## src/hdl/irq_src_pkg.sv

```systemverilog
/*
 * Shared constants for the interrupt request sources block: register
 * offsets, field layouts, reset values, vector numbers and state codes.
 * Assumes a 32-bit classic Wishbone bus with byte addressing.
 */
package irq_src_pkg;

    // ==========================================================
    // Sizes
    localparam int NUM_PINS   = 8;
    localparam int NUM_GRP    = 4;
    localparam int ADDR_W     = 8;
    localparam int CNT_W      = 8;

    // ==========================================================
    // Register offsets (byte addresses)
    localparam logic [ADDR_W-1:0] OFS_DELAY   = 8'h00;
    localparam logic [ADDR_W-1:0] OFS_LEVEL   = 8'h04;
    localparam logic [ADDR_W-1:0] OFS_ENABLE  = 8'h08;
    localparam logic [ADDR_W-1:0] OFS_FLAG    = 8'h0C;
    localparam logic [ADDR_W-1:0] OFS_LVLCTL  = 8'h10;
    localparam logic [ADDR_W-1:0] OFS_XCOUNT  = 8'h14;
    localparam logic [ADDR_W-1:0] OFS_STATUS  = 8'h18;
    localparam logic [ADDR_W-1:0] OFS_MASK    = 8'h1C;
    localparam logic [ADDR_W-1:0] OFS_PINS    = 8'h20;

    // ==========================================================
    // Field positions and widths
    localparam int DELAY_BIT  = 0;
    localparam int ST_W       = 6;
    localparam int ST_GRP_LSB = 0;
    localparam int ST_DONE    = 4;
    localparam int ST_DELAY   = 5;

    // ==========================================================
    // Detection codes, two bits per pin
    localparam logic [1:0] DET_LOW  = 2'h0;
    localparam logic [1:0] DET_HIGH = 2'h1;
    localparam logic [1:0] DET_RISE = 2'h2;
    localparam logic [1:0] DET_FALL = 2'h3;

    // ==========================================================
    // Reset values
    localparam logic [15:0]      LEVEL_RST  = 16'h0000;
    localparam logic [7:0]       ENABLE_RST = 8'h00;
    localparam logic [7:0]       FLAG_RST   = 8'h00;
    localparam logic [3:0]       LVLCTL_RST = 4'h0;
    localparam logic [CNT_W-1:0] XCOUNT_RST = 8'h00;
    localparam logic [ST_W-1:0]  MASK_RST   = 6'h00;

    // ==========================================================
    // Vector numbers
    localparam logic [7:0] VEC_DELAY = 8'h2A;
    localparam logic [7:0] VEC_EXT0  = 8'h0F;
    localparam logic [7:0] VEC_EXT1  = 8'h14;
    localparam logic [7:0] VEC_EXT2  = 8'h18;
    localparam logic [7:0] VEC_EXT3  = 8'h1B;
    localparam logic [7:0] VEC_NONE  = 8'h00;

    // ==========================================================
    // Transfer service sequencer
    typedef enum logic [1:0] {
        XS_IDLE = 2'b01,
        XS_WAIT = 2'b10
    } xfer_state_e;

endpackage

```

## src/hdl/ext_pin_detect.sv

```systemverilog
/*
 * Synchronises the external request pins and detects the selected
 * level or edge on each one.
 * Assumes asynchronous pins and a level-only flag per pin from the parent.
 */
module ext_pin_detect
    import irq_src_pkg::*;
(
    input  wire logic                      clk_i,
    input  wire logic                      rst_i,
    input  wire logic [irq_src_pkg::NUM_PINS-1:0]   pins_i,
    input  wire logic [2*irq_src_pkg::NUM_PINS-1:0] det_sel_i,
    input  wire logic [irq_src_pkg::NUM_PINS-1:0]   level_only_i,
    output logic      [irq_src_pkg::NUM_PINS-1:0]   state_o,
    output logic      [irq_src_pkg::NUM_PINS-1:0]   hit_o
);
    import irq_src_pkg::*;

    logic [NUM_PINS-1:0] meta_q, meta_d;
    logic [NUM_PINS-1:0] sync_q, sync_d;
    logic [NUM_PINS-1:0] prev_q, prev_d;
    logic [1:0]          code;

    // ==========================================================
    // Two-stage synchroniser plus one history sample
    always_comb begin
        meta_d = pins_i;
        sync_d = meta_q;
        prev_d = sync_q;
    end

    always_ff @(posedge clk_i) begin
        if (rst_i) begin
            meta_q <= '0;
            sync_q <= '0;
            prev_q <= '0;
        end else begin
            meta_q <= meta_d;
            sync_q <= sync_d;
            prev_q <= prev_d;
        end
    end

    // ==========================================================
    // Detection; edges compare two synchronised samples
    always_comb begin
        code  = DET_LOW;
        hit_o = '0;
        for (int i = 0; i < NUM_PINS; i++) begin
            code = det_sel_i[2*i +: 2];
            // Transfer use knows levels only
            if (level_only_i[i]) begin
                code = {1'b0, code[0]};
            end
            case (code)
                DET_LOW:  hit_o[i] = ~sync_q[i];
                DET_HIGH: hit_o[i] = sync_q[i];
                DET_RISE: hit_o[i] = sync_q[i] & ~prev_q[i];
                DET_FALL: hit_o[i] = ~sync_q[i] & prev_q[i];
                default:  hit_o[i] = 1'b0;
            endcase
        end
    end

    assign state_o = sync_q;

endmodule // ext_pin_detect

```

## src/hdl/irq_request_sources.sv

```systemverilog
/*
 * Interrupt request sources: a software delayed interrupt and eight
 * external request pins with per-pin detection, enable and flag, grouped
 * onto four vectors, optionally first served by an automatic transfer.
 * Assumes a classic Wishbone master on the same clock, a CPU interrupt
 * controller reading the request lines, and a transfer engine that answers
 * each transfer request with a one-cycle done pulse.
 */
// Added by the designer: the register addresses and the Wishbone register port.
// Notes on behaviour
// - Writing one to the delayed request bit raises the delayed request.
// - Writing zero to the delayed request bit withdraws the delayed request.
// - The delayed request is presented on its fixed vector number.
// - No enable for the delayed request; output follows the bit directly.
// - The delayed request bit reads back as the pending flag.
// - The delayed request never starts the automatic transfer service.
// - Each of eight pins has its own detection code in the select register.
// - Interrupt use: high, low, rise, fall; transfer use: levels only.
// - A per-pin enable gates whether a detected condition makes a request.
// - A detected condition sets the pin's flag bit.
// - Service select zero: an enabled request goes straight to the interrupt.
// - Service select one: each request runs one transfer until count exhausted.
// - Eight pins reach the controller on four vectors, two pins each.
module irq_request_sources
    import irq_src_pkg::*;
(
    input  wire logic                                 clk_i,
    input  wire logic                                 rst_i,
    // Wishbone slave
    input  wire logic                                 cyc_i,
    input  wire logic                                 stb_i,
    input  wire logic                                 we_i,
    input  wire logic [irq_src_pkg::ADDR_W-1:0]       adr_i,
    input  wire logic [3:0]                           sel_i,
    input  wire logic [31:0]                          dat_i,
    output logic      [31:0]                          dat_o,
    output logic                                      ack_o,
    // External request pins
    input  wire logic [irq_src_pkg::NUM_PINS-1:0]     ext_pins_i,
    // Toward the CPU interrupt controller
    output logic                                      delayed_req_o,
    output logic [irq_src_pkg::NUM_GRP-1:0]           ext_req_o,
    output logic                                      cpu_req_o,
    output logic [7:0]                                cpu_vec_o,
    // Automatic transfer service
    output logic                                      xfer_req_o,
    output logic [1:0]                                xfer_grp_o,
    input  wire logic                                 xfer_done_i,
    // Block interrupt
    output logic                                      irq_o
);
    import irq_src_pkg::*;

    // ==========================================================
    // Helpers
    function automatic logic [7:0] grp_vec(input logic [1:0] g);
        case (g)
            2'd0:    grp_vec = VEC_EXT0;
            2'd1:    grp_vec = VEC_EXT1;
            2'd2:    grp_vec = VEC_EXT2;
            default: grp_vec = VEC_EXT3;
        endcase
    endfunction

    function automatic logic [7:0] lane_merge(input logic [7:0] old, input logic [7:0] nw,
                                              input logic en);
        lane_merge = en ? nw : old;
    endfunction

    // ==========================================================
    // Declarations
    logic                  delay_q, delay_d;
    logic [15:0]           level_q, level_d;
    logic [NUM_PINS-1:0]   enable_q, enable_d;
    logic [NUM_PINS-1:0]   flag_q, flag_d;
    logic [NUM_GRP-1:0]    lvlctl_q, lvlctl_d;
    logic [4*CNT_W-1:0]    xcount_q, xcount_d;
    logic [ST_W-1:0]       status_q, status_d;
    logic [ST_W-1:0]       mask_q, mask_d;
    logic                  ack_q, ack_d;
    logic [31:0]           rdata_q, rdata_d;
    xfer_state_e           xs_q, xs_d;
    logic [1:0]            xgrp_q, xgrp_d;
    logic                  xreq_q, xreq_d;
    logic [NUM_GRP-1:0]    ext_req_q, ext_req_d;
    logic                  cpu_req_q, cpu_req_d;
    logic [7:0]            cpu_vec_q, cpu_vec_d;

    logic [NUM_PINS-1:0]   pin_state;
    logic [NUM_PINS-1:0]   pin_hit;
    logic [NUM_PINS-1:0]   level_only;
    logic [NUM_GRP-1:0]    grp_pend;
    logic [NUM_GRP-1:0]    grp_cnt_zero;
    logic [NUM_GRP-1:0]    grp_xfer;
    logic                  bus_wr;
    logic                  bus_rd;

    // ==========================================================
    // Pin detection
    always_comb begin
        for (int i = 0; i < NUM_PINS; i++) begin
            level_only[i] = lvlctl_q[i/2];
        end
    end

    ext_pin_detect u_detect (
        .clk_i        (clk_i),
        .rst_i        (rst_i),
        .pins_i       (ext_pins_i),
        .det_sel_i    (level_q),
        .level_only_i (level_only),
        .state_o      (pin_state),
        .hit_o        (pin_hit)
    );

    // ==========================================================
    // Bus access; writes and read side effects happen on the ack edge
    assign bus_wr = cyc_i & stb_i & ack_q & we_i;
    assign bus_rd = cyc_i & stb_i & ack_q & ~we_i;

    always_comb begin
        ack_d   = cyc_i & stb_i & ~ack_q;
        rdata_d = rdata_q;
        if (cyc_i && stb_i && !ack_q) begin
            rdata_d = '0;
            case (adr_i)
                OFS_DELAY:  rdata_d[DELAY_BIT] = delay_q;
                OFS_LEVEL:  rdata_d[15:0] = level_q;
                OFS_ENABLE: rdata_d[NUM_PINS-1:0] = enable_q;
                OFS_FLAG:   rdata_d[NUM_PINS-1:0] = flag_q;
                OFS_LVLCTL: rdata_d[NUM_GRP-1:0] = lvlctl_q;
                OFS_XCOUNT: rdata_d = xcount_q;
                OFS_STATUS: rdata_d[ST_W-1:0] = status_q;
                OFS_MASK:   rdata_d[ST_W-1:0] = mask_q;
                OFS_PINS:   rdata_d[NUM_PINS-1:0] = pin_state;
                default:    rdata_d = '0;
            endcase
        end
    end

    always_ff @(posedge clk_i) begin
        if (rst_i) begin
            ack_q   <= 1'b0;
            rdata_q <= '0;
        end else begin
            ack_q   <= ack_d;
            rdata_q <= rdata_d;
        end
    end

    assign ack_o = ack_q;
    assign dat_o = rdata_q;

    // ==========================================================
    // Configuration registers and delayed request
    always_comb begin
        delay_d  = delay_q;
        level_d  = level_q;
        enable_d = enable_q;
        lvlctl_d = lvlctl_q;
        mask_d   = mask_q;
        if (bus_wr) begin
            case (adr_i)
                OFS_DELAY: begin
                    // One raises, zero withdraws; nothing else gates it
                    if (sel_i[0]) delay_d = dat_i[DELAY_BIT];
                end
                OFS_LEVEL: begin
                    level_d[7:0]  = lane_merge(level_q[7:0], dat_i[7:0], sel_i[0]);
                    level_d[15:8] = lane_merge(level_q[15:8], dat_i[15:8], sel_i[1]);
                end
                OFS_ENABLE: enable_d = lane_merge(enable_q, dat_i[7:0], sel_i[0]);
                OFS_LVLCTL: begin
                    if (sel_i[0]) lvlctl_d = dat_i[NUM_GRP-1:0];
                end
                OFS_MASK: begin
                    if (sel_i[0]) mask_d = dat_i[ST_W-1:0];
                end
                default: ;
            endcase
        end
    end

    always_ff @(posedge clk_i) begin
        if (rst_i) begin
            delay_q  <= 1'b0;
            level_q  <= LEVEL_RST;
            enable_q <= ENABLE_RST;
            lvlctl_q <= LVLCTL_RST;
            mask_q   <= MASK_RST;
        end else begin
            delay_q  <= delay_d;
            level_q  <= level_d;
            enable_q <= enable_d;
            lvlctl_q <= lvlctl_d;
            mask_q   <= mask_d;
        end
    end

    // ==========================================================
    // Flags and group requests
    always_comb begin
        for (int g = 0; g < NUM_GRP; g++) begin
            grp_pend[g]     = |(flag_q[2*g +: 2] & enable_q[2*g +: 2]);
            grp_cnt_zero[g] = (xcount_q[g*CNT_W +: CNT_W] == '0);
            grp_xfer[g]     = grp_pend[g] & lvlctl_q[g] & ~grp_cnt_zero[g];
        end
    end

    always_comb begin
        flag_d = flag_q;
        // Writing zero clears; writing one leaves the flag alone
        if (bus_wr && adr_i == OFS_FLAG && sel_i[0]) begin
            flag_d = flag_q & dat_i[NUM_PINS-1:0];
        end
        // The transfer engine consumes the pair that asked for it
        if (xs_q == XS_WAIT && xfer_done_i) begin
            flag_d[2*xgrp_q +: 2] = 2'b00;
        end
        // Detection wins over any clear in the same cycle
        flag_d = flag_d | pin_hit;
    end

    always_ff @(posedge clk_i) begin
        if (rst_i) begin
            flag_q <= FLAG_RST;
        end else begin
            flag_q <= flag_d;
        end
    end

    // ==========================================================
    // Transfer service sequencer; one transfer in flight at a time
    always_comb begin
        xs_d     = xs_q;
        xgrp_d   = xgrp_q;
        xreq_d   = 1'b0;
        xcount_d = xcount_q;
        if (bus_wr && adr_i == OFS_XCOUNT) begin
            for (int b = 0; b < 4; b++) begin
                xcount_d[8*b +: 8] = lane_merge(xcount_q[8*b +: 8], dat_i[8*b +: 8], sel_i[b]);
            end
        end
        case (xs_q)
            XS_IDLE: begin
                // Lowest group first; the delayed request never enters here
                for (int g = NUM_GRP - 1; g >= 0; g--) begin
                    if (grp_xfer[g]) begin
                        xgrp_d = g[1:0];
                        xreq_d = 1'b1;
                        xs_d   = XS_WAIT;
                    end
                end
            end
            XS_WAIT: begin
                if (xfer_done_i) begin
                    xcount_d[xgrp_q*CNT_W +: CNT_W] =
                        xcount_q[xgrp_q*CNT_W +: CNT_W] - 8'h01;
                    xs_d = XS_IDLE;
                end
            end
            default: xs_d = XS_IDLE;
        endcase
    end

    always_ff @(posedge clk_i) begin
        if (rst_i) begin
            xs_q     <= XS_IDLE;
            xgrp_q   <= 2'd0;
            xreq_q   <= 1'b0;
            xcount_q <= {4{XCOUNT_RST}};
        end else begin
            xs_q     <= xs_d;
            xgrp_q   <= xgrp_d;
            xreq_q   <= xreq_d;
            xcount_q <= xcount_d;
        end
    end

    assign xfer_req_o = xreq_q;
    assign xfer_grp_o = xgrp_q;

    // ==========================================================
    // Requests toward the CPU; lowest vector number wins the shared line
    always_comb begin
        for (int g = 0; g < NUM_GRP; g++) begin
            // Direct when select is zero, or after the count runs out
            ext_req_d[g] = grp_pend[g] & (~lvlctl_q[g] | grp_cnt_zero[g]);
        end
        cpu_req_d = delay_q | (|ext_req_d);
        cpu_vec_d = VEC_NONE;
        if (delay_q) begin
            cpu_vec_d = VEC_DELAY;
        end
        for (int g = NUM_GRP - 1; g >= 0; g--) begin
            if (ext_req_d[g]) cpu_vec_d = grp_vec(g[1:0]);
        end
    end

    always_ff @(posedge clk_i) begin
        if (rst_i) begin
            ext_req_q <= '0;
            cpu_req_q <= 1'b0;
            cpu_vec_q <= VEC_NONE;
        end else begin
            ext_req_q <= ext_req_d;
            cpu_req_q <= cpu_req_d;
            cpu_vec_q <= cpu_vec_d;
        end
    end

    assign delayed_req_o = delay_q;
    assign ext_req_o     = ext_req_q;
    assign cpu_req_o     = cpu_req_q;
    assign cpu_vec_o     = cpu_vec_q;

    // ==========================================================
    // Block interrupt: sticky events, cleared by reading them
    always_comb begin
        status_d = status_q;
        if (bus_rd && adr_i == OFS_STATUS) begin
            // Clear only what the read returned; an event latched meanwhile survives
            status_d = status_q & ~rdata_q[ST_W-1:0];
        end
        // Event set beats the read clear in the same cycle
        for (int g = 0; g < NUM_GRP; g++) begin
            if (ext_req_d[g] && !ext_req_q[g]) status_d[ST_GRP_LSB + g] = 1'b1;
        end
        if (xs_q == XS_WAIT && xfer_done_i && xcount_q[xgrp_q*CNT_W +: CNT_W] == 8'h01) begin
            status_d[ST_DONE] = 1'b1;
        end
        if (delay_d && !delay_q) status_d[ST_DELAY] = 1'b1;
    end

    always_ff @(posedge clk_i) begin
        if (rst_i) begin
            status_q <= '0;
        end else begin
            status_q <= status_d;
        end
    end

    assign irq_o = |(status_q & mask_q);

endmodule // irq_request_sources

```

## config.mk

```make
export PLATFORM = sky130hd
export DESIGN_NAME = irq_request_sources
export DESIGN_NICKNAME = d
export VERILOG_FILES = /design/src/hdl/irq_src_pkg.sv /design/src/hdl/ext_pin_detect.sv /design/src/hdl/irq_request_sources.sv
export SDC_FILE = /design/constraint.sdc
export NUM_CORES = 1
export LEC_CHECK = 0
export BUFFER_PORTS_ARGS = -buffer_cell sky130_fd_sc_hd__buf_2
export CAP_MARGIN = 40
export CORE_MARGIN = 10
export CORE_UTILIZATION = 40
export CTS_BUF_LIST = sky130_fd_sc_hd__clkbuf_4
export DETAILED_ROUTE_END_ITERATION = 8
export GPL_TIMING_DRIVEN = 0
export PLACE_DENSITY = 0.64
export SLEW_MARGIN = 20
export SYNTH_ARGS = -nofsm -noshare
export SYNTH_HDL_FRONTEND = slang
export SYNTH_SLANG_ARGS = --single-unit
```

## constraint.sdc

```tcl
create_clock -name clk_i -period 3.2 [get_ports clk_i]
set_input_delay 0.48 -clock clk_i [delete_from_list [all_inputs] [get_ports clk_i]]
set_output_delay 0.48 -clock clk_i [all_outputs]
set_load 0.1 [all_outputs]
```

==> summary.md, run 1 <==
| Metric | Value |
|---|---|
| First-pass GRT wire length | 38180 µm |
| Endpoint class of the critical path | flop |
| Rows | 49 |
| Post-Synth XOR/XNOR Area | approximately 1.8% |
| Multiplexer area fraction after synthesis | about 11% |
| Synth warn | 0 |
| Largest net degree at the start of global routing | 17 |
| CTS Buffer Depth | 2 |
| Clk network pwr share | 33.6% |
| M3 GR Usage | under 10% |
| GRT overflow | 0 |
| Gate Count Post-Synth | 805 |
| Most numerous cell in the Yosys netlist | dfxtp_1 |
| Total track usage | 20.39% |
| Sequential power share | a little under three fifths |
| Antenna violations before repair | 1 |
| Fin crit period | approximately 2.9 ns |
| Status | complete, no violations |
| Top cells by area, synth | dfxtp_1 43%, mux2i_1 7.9%, a21oi_1 4.0% |
| Antenna-violating nets left | 0 |
| Area share of the largest cell type after synthesis | between 40% and 50% |
| Clock Skews | between 0.015 and 0.02 ns |
| Max Clk Rate | between 0.3 and 0.4 GHz |
| Die area | between 0.02 and 0.025 mm² |
| Gpl congestion | between 0.9 and 1 |
| Synth Area in Compound Gates | between 10% and 20% |
| CP required | around 3.7 ns |
| Peak VDD IR | 0.0002023 V |
| Cts bufs inserted | 17 |
| Worst slew pin tran | slightly below 0.9 ns |
| Top FF cell, synth | dfxtp_1 |
| Fin nets | between 900 and 1k |
| Root Driver | clkbuf_4 |
| FFs w/ async S/R, synth | 0% |
| Avg WL per Cell | between 20 and 25 µm |
| Die Ht | ~150 µm |
| Post-Syn Area | around 0.0072 mm² |
| CP arrival | roughly 3.4 ns |
| Initial Utilization | 40.36% |
| Switching share of total power | between 20% and 30% |
| Unrepaired setup endpoints after global routing | no |
| Drt total wl | about 25000 µm |
| Synth top cells by count | 154 x dfxtp_1, 61 x nor2_1, 60 x nand2_1 |
| CTS H-tree depth | 4 |
| Psw | between 1 and 1.5 mW |
| #FFs+latches synth | 154 |
| Final Power | ~3.4 mW |
| Clock latency on the worst-skew pair | approximately 0.6 ns |
| Met2 GRT Util | between 30% and 40% |
| CTS Hold Buffers Added | 0 |
| Share of layout cells above drive strength 1 | between 10% and 20% |
| Critical Path Start Type | flop |
| Routed vias | just under 7k |
| Slew HR | roughly 40% |
| Synth area leader | dfxtp_1 |
| Worst min path class | in2reg |
| Power Density | just over 400 mW/mm² |
| Clock slew seen by the registers of the worst setup and hold paths | between 0.1 and 0.15 ns |
| Syn-to-layout area delta | 14.91% |
| Final TNS setup | 0 ns |
| Met1 Resource Use GR | 27.78% |
| Pins Over Slew Limit | 0 |
| # setup viols final | 0 |
| Final HPWL DP | just under 20000 µm |
| Post-synth EDFFs | 0 |
| Largest family of logic cells by synthesized area | simple AND/OR/NAND/NOR gates |
| Syn_area_per_cell | approximately 8.9 µm² |
| Via density | 5.794 |
| Fin. Hold Viols | 0 |
| Max-cap viol count | 0 |
| Fin crit share | roughly nine tenths |
| Initial DRC count | between 600 and 700 |
| FILL cells | between 1.5k and 2k |
| Comb pwr share | approximately 9% |
| Die Wd | between 150 and 200 µm |
| IO Port Bufs | roughly 100 |
| Leak pwr | ~3.2 nW |
| Crit Path Max Fanout | 10 |
| Sequential share of the synthesized area | between 40% and 50% |
| I/O pin count | about 110 |
| Core area | about 0.018 mm² |
| Kind of critical path | reg2reg |
| Drt drc | 0 |
| Simple-gate share of the synthesized area | a little under a quarter |
| CTS tree | yes |
| CTS sink cnt | around 150 |
| Yosys cell types | 60 |
| Drt pass-1 iters | 5 |
| Adder-cell share of the synthesized area | 1.216% |
| Layer with the highest usage | met2 |
| Vias in the first global route | ~6.5k |
| Internal power | 2.424 mW |
[cells in the final DEF (no fill, tap or decap), drive strengths merged, types with 8 or more instances in the layout]
cell type  instances
dfxtp            154
buf              118
nor2              65
nand2             60
a21oi             58
mux2i             57
nand3             55
clkbuf            52
nor2b             37
o21ai             34
o22ai             22
nor3              20
inv               17
a22o              16
o211ai            14
a221oi            14
nand2b            12
xnor2             11
or3b              11
mux4              10
or4                9
nand3b             9
and2               8
[cell type report]
cell class	count	area (µm²)	share of cell area, %
Clock inverter	14	122.6	1.482
Antenna cell	1	2.502	0.03024
Buffer	49	215.2	2.601
Clock buffer	18	135.1	1.633
Inverter	14	52.55	0.6351
Tap cell	229	286.5	3.463
Sequential cell	154	3083	37.26
Multi-Input combinational cell	589	3861	46.67
Timing Repair Buffer	103	515.5	6.230
[timing repair]
action,in CTS,in global routing
resized for setup,0,1
setup buffers,0,0
setup endpoints to repair,0,4
[metal layers]
| layer | part of all wire, % | routed length, µm | up-vias |
|---|---|---|---|
| met2 | 44 | 11060 | 342 |
| met5 | 0 | 0 | - |
| met1 | 45 | 11180 | 3229 |
| li1 | - | - | 3169 |
| met4 | 2.4 | 594 | 0 |
| met3 | 8.8 | 2217 | 45 |
[registers in the layout, indices dropped and copies added (netlist names), 4 cells and up]
signal / cells
xcount_q: 32
u_detect.meta_q: 8
lvlctl_q: 4
flag_q: 8
dat_o: 32
u_detect.prev_q: 8
mask_q: 6
u_detect.state_o: 8
enable_q: 8
status_q: 6
ext_req_o: 4
cpu_vec_o: 6
level_q: 16
[worst paths after layout]
| path | slack (ns) | startpoint | endpoint | cells past startpoint |
|---|---|---|---|---|
| setup / recovery | 0.34 | xfer_grp_o[0] | xcount_q[14] | 9 |
| hold / removal | 0.09 | ext_pins_i[5] | u_detect.meta_q[5] | 2 |
| setup reg to reg | 0.34 | xfer_grp_o[0] | xcount_q[14] | 9 |
| hold reg to reg | 0.45 | u_detect.meta_q[4] | u_detect.state_o[4] | 1 |
[logic make-up (layout without fill, tap and decap cells)]
logic type / after synthesis / after routing
simple gates: 310 / 310
buf+inv: 63 / 198
xor+xnor: 15 / 15
mux: 69 / 69
other cells: 1 / 3
fa+ha+maj: 7 / 7
flops: 154 / 154
compound gates: 186 / 186
[power by group through the flow]
stage	combinational [mW]	clock [mW]	sequential, mW
global placement	0.307	0	2.01
global route	0.328	1.24	1.97
CTS	0.307	1.17	1.97
detailed placement	0.307	0	2.01
floorplan	0.128	0	2.06
finish	0.309	1.15	1.97
[stage by stage]
step	setup WS [ns]	hold slack [ns]	instances	util [%]	cell area [µm²]
6_report	0.3410	0.08910	1171	46.38	8274
5_1_grt	0.05287	0.07577	1171	46.38	8274
4_1_cts	0.2668	0.06346	1170	46.32	8264
3_5_place_dp	0.3026	0.4283	1138	44.88	8006
3_3_place_gp	0.2619	0.4158	1137	44.85	8001
2_1_floorplan	0.1164	0.4138	806	-	7204
[worst max-delay path, cell delays in order (launching register included)]
cell and delay (ns):
dfxtp_1 0.53, buf_2 0.33, mux2i_1 0.22, nand2_1 0.07, o21ai_1 0.26, ha_1 0.28
nor3b_2 0.25, or3b_1 0.42, xor2_2 0.27, o22ai_1 0.14
No activity file was read; power rests on OpenSTA's default activity.
==> run 2, diff against run 1 <==
--- a/config.mk
+++ b/config.mk
@@ -6,12 +6,13 @@
 export NUM_CORES = 1
 export LEC_CHECK = 0
 export BUFFER_PORTS_ARGS = -buffer_cell sky130_fd_sc_hd__buf_2
-export CAP_MARGIN = 40
+export CAP_MARGIN = 10
 export CORE_MARGIN = 10
 export CORE_UTILIZATION = 40
 export CTS_BUF_LIST = sky130_fd_sc_hd__clkbuf_4
 export DETAILED_ROUTE_END_ITERATION = 8
 export GPL_TIMING_DRIVEN = 0
+export MAX_ROUTING_LAYER = met4
 export PLACE_DENSITY = 0.64
 export SLEW_MARGIN = 20
 export SYNTH_ARGS = -nofsm -noshare
==> run 2 against run 1 <==
Against the previous run:
- combinational power barely moved
- wire length rose by 0.40%
- via count fell by 0.21%
- register-to-register slack lost 0.12 ns
- first-iteration DRC count down 7.5%
- clock-buffer cell count is 1 higher
- critical path type unchanged
- highest routed layer unchanged
==> summary.md, run 2 (same netlist as run 1, synthesis figures left out) <==
| Metric | Value |
|---|---|
| Status | complete, no violations (unchanged) |
| CP required | 3.68 ns (was 3.69 ns) |
| Post-CTS resize count | 0 (unchanged) |
| CP arrival | 3.46 ns (was 3.35 ns) |
| Commonest non-fill, non-tap cells in the layout | 154 x dfxtp_1, 112 x buf_2, 61 x nor2_1 (was 154 x dfxtp_1, 113 x buf_2, 61 x nor2_1) |
| Layer with the highest usage | met2 (unchanged) |
| CTS Hold Buffers Added | 0 (unchanged) |
| Initial DRC count | 595 (was 643) |
| Max-cap viol count | 0 (unchanged) |
| Power Density | 426.9 mW/mm² (was 414.4 mW/mm²) |
| Slew HR | 34.35% (was 39.92%) |
| Drt drc | 0 (unchanged) |
| Peak VDD IR | 0.0002097 V (was 0.0002023 V) |
| Die Wd | 154.2 µm (unchanged) |
| Largest net degree at the start of global routing | 17 (unchanged) |
| M3 GR Usage | 4.659% (was 5.075%) |
| Endpoint class of the critical path | flop (unchanged) |
| Die Ht | 154.2 µm (unchanged) |
| Antenna violations before repair | 1 (unchanged) |
| Cts bufs inserted | 17 (unchanged) |
| CTS tree | yes (unchanged) |
| CTS Buffer Depth | 2 (unchanged) |
| Die area | 0.02377 mm² (unchanged) |
| Most common cell after layout, fill and taps aside | dfxtp_1 (unchanged) |
| Max Clk Rate | 0.3355 GHz (was 0.3498 GHz) |
| Drt total wl | 25150 µm (was 25050 µm) |
| Final TNS setup | 0 ns (unchanged) |
| Vias in the first global route | 6705 (was 6504) |
| Clock slew seen by the registers of the worst setup and hold paths | 0.13 ns (was 0.14 ns) |
| Syn-to-layout area delta | 15.20% (was 14.91%) |
| First-pass GRT wire length | 38980 µm (was 38180 µm) |
| Fin crit period | 2.981 ns (was 2.859 ns) |
| I/O pin count | 109 (unchanged) |
| Postcts setup bufs | 0 (unchanged) |
| Share of layout cells above drive strength 1 | 18.85% (was 19.23%) |
| Fin. Hold Viols | 0 (unchanged) |
| Hold WS | 0.07975 ns (was 0.08910 ns) |
| Clock Skews | 0.02136 ns (was 0.01611 ns) |
| Drt pass-1 iters | 7 (was 5) |
| Leak pwr | 3.178 nW (was 3.162 nW) |
| IO Port Bufs | 102 (unchanged) |
| Antenna-violating nets left | 0 (unchanged) |
| Routed vias | 6771 (was 6785) |
| Worst slew pin tran | 0.9710 ns (was 0.8784 ns) |
| Kind of critical path | reg2reg (unchanged) |
| Core area | 0.01784 mm² (unchanged) |
| Pins Over Slew Limit | 0 (unchanged) |
| Initial Utilization | 40.36% (unchanged) |
| Critical Path Start Type | flop (unchanged) |
| Root Driver | clkbuf_4 (unchanged) |
| Rows | 49 (unchanged) |
| Met2 GRT Util | 31.21% (was 30.79%) |
| Fin nets | 992 (was 993) |
| Clock latency on the worst-skew pair | 0.61 ns (was 0.59 ns) |
| Met1 Resource Use GR | 28.65% (was 27.78%) |
| # setup viols final | 0 (unchanged) |
| Crit Path Max Fanout | 10 (unchanged) |
| Worst min path class | in2reg (unchanged) |
| Avg WL per Cell | 21.52 µm (was 21.40 µm) |
| Via density | 5.792 (was 5.794) |
| Final HPWL DP | 19520 µm (was 19390 µm) |
| Total track usage | 21.43% (was 20.39%) |
| Unrepaired setup endpoints after global routing | no (unchanged) |
| Fin crit share | 93.15% (was 89.34%) |
| Final Power | 3.541 mW (was 3.429 mW) |
| GRT overflow | 0 (unchanged) |
| CTS H-tree depth | 4 (unchanged) |
| CTS sink cnt | 154 (unchanged) |
| Gpl congestion | 0.9612 (was 0.9602) |
[run 2: final cells by class]
class                           count  area, µm²
Sequential cell                   154       3083
Multi-Input combinational cell    589       3854
Timing Repair Buffer              102      510.5
Clock inverter                     12      148.9
Buffer                             49      215.2
Tap cell                          229      286.5
Inverter                           14      52.55
Clock buffer                       19      142.6
Antenna cell                        1      2.502
Fill cell                        1785       9545
[run 2: through the flow]
stage | utilization (%) | cells | setup slack, ns | area [µm²]
after CTS | 46.48 | 1168 | 0.2797 | 8293
after global routing | 46.50 | 1169 | 0.01606 | 8295
after detailed placement | 44.85 | 1137 | 0.3190 | 8001
after global placement | 44.85 | 1137 | 0.3222 | 8001
final | 46.50 | 1169 | 0.2193 | 8295
after floorplan | - | 806 | 0.1164 | 7204
[run 2: critical path, stage by stage (launching register included)]
cell and delay (ns):
dfxtp_1 0.52, buf_2 0.33, mux2i_1 0.22, nand2_1 0.07, o21ai_1 0.28, ha_1 0.28, nor3b_2 0.26, or3b_1 0.39
xor2_1 0.37, o22ai_1 0.14
[run 2: metal layers]
layer | up-vias | wire (µm)
li1 | 3168 | -
met1 | 3252 | 11580
met2 | 308 | 10980
met3 | 43 | 1963
met4 | 0 | 635
met5 | - | 0
[run 2: path summary, 6_finish.rpt]
path                         end  slack, ns                from  cells past startpoint
min           u_detect.meta_q[5]       0.08       ext_pins_i[5]                      2
max                  xcount_q[6]       0.22       xfer_grp_o[0]                      9
min reg2reg  u_detect.state_o[3]       0.45  u_detect.meta_q[3]                      1
max reg2reg          xcount_q[6]       0.22       xfer_grp_o[0]                      9
[run 2: power breakdown]
group | total (mW) | internal [mW] | switching [mW]
logic | 0.308 | 0.0848 | 0.223
registers | 1.97 | 1.94 | 0.0219
clock network | 1.27 | 0.550 | 0.717
total | 3.54 | 2.58 | 0.962
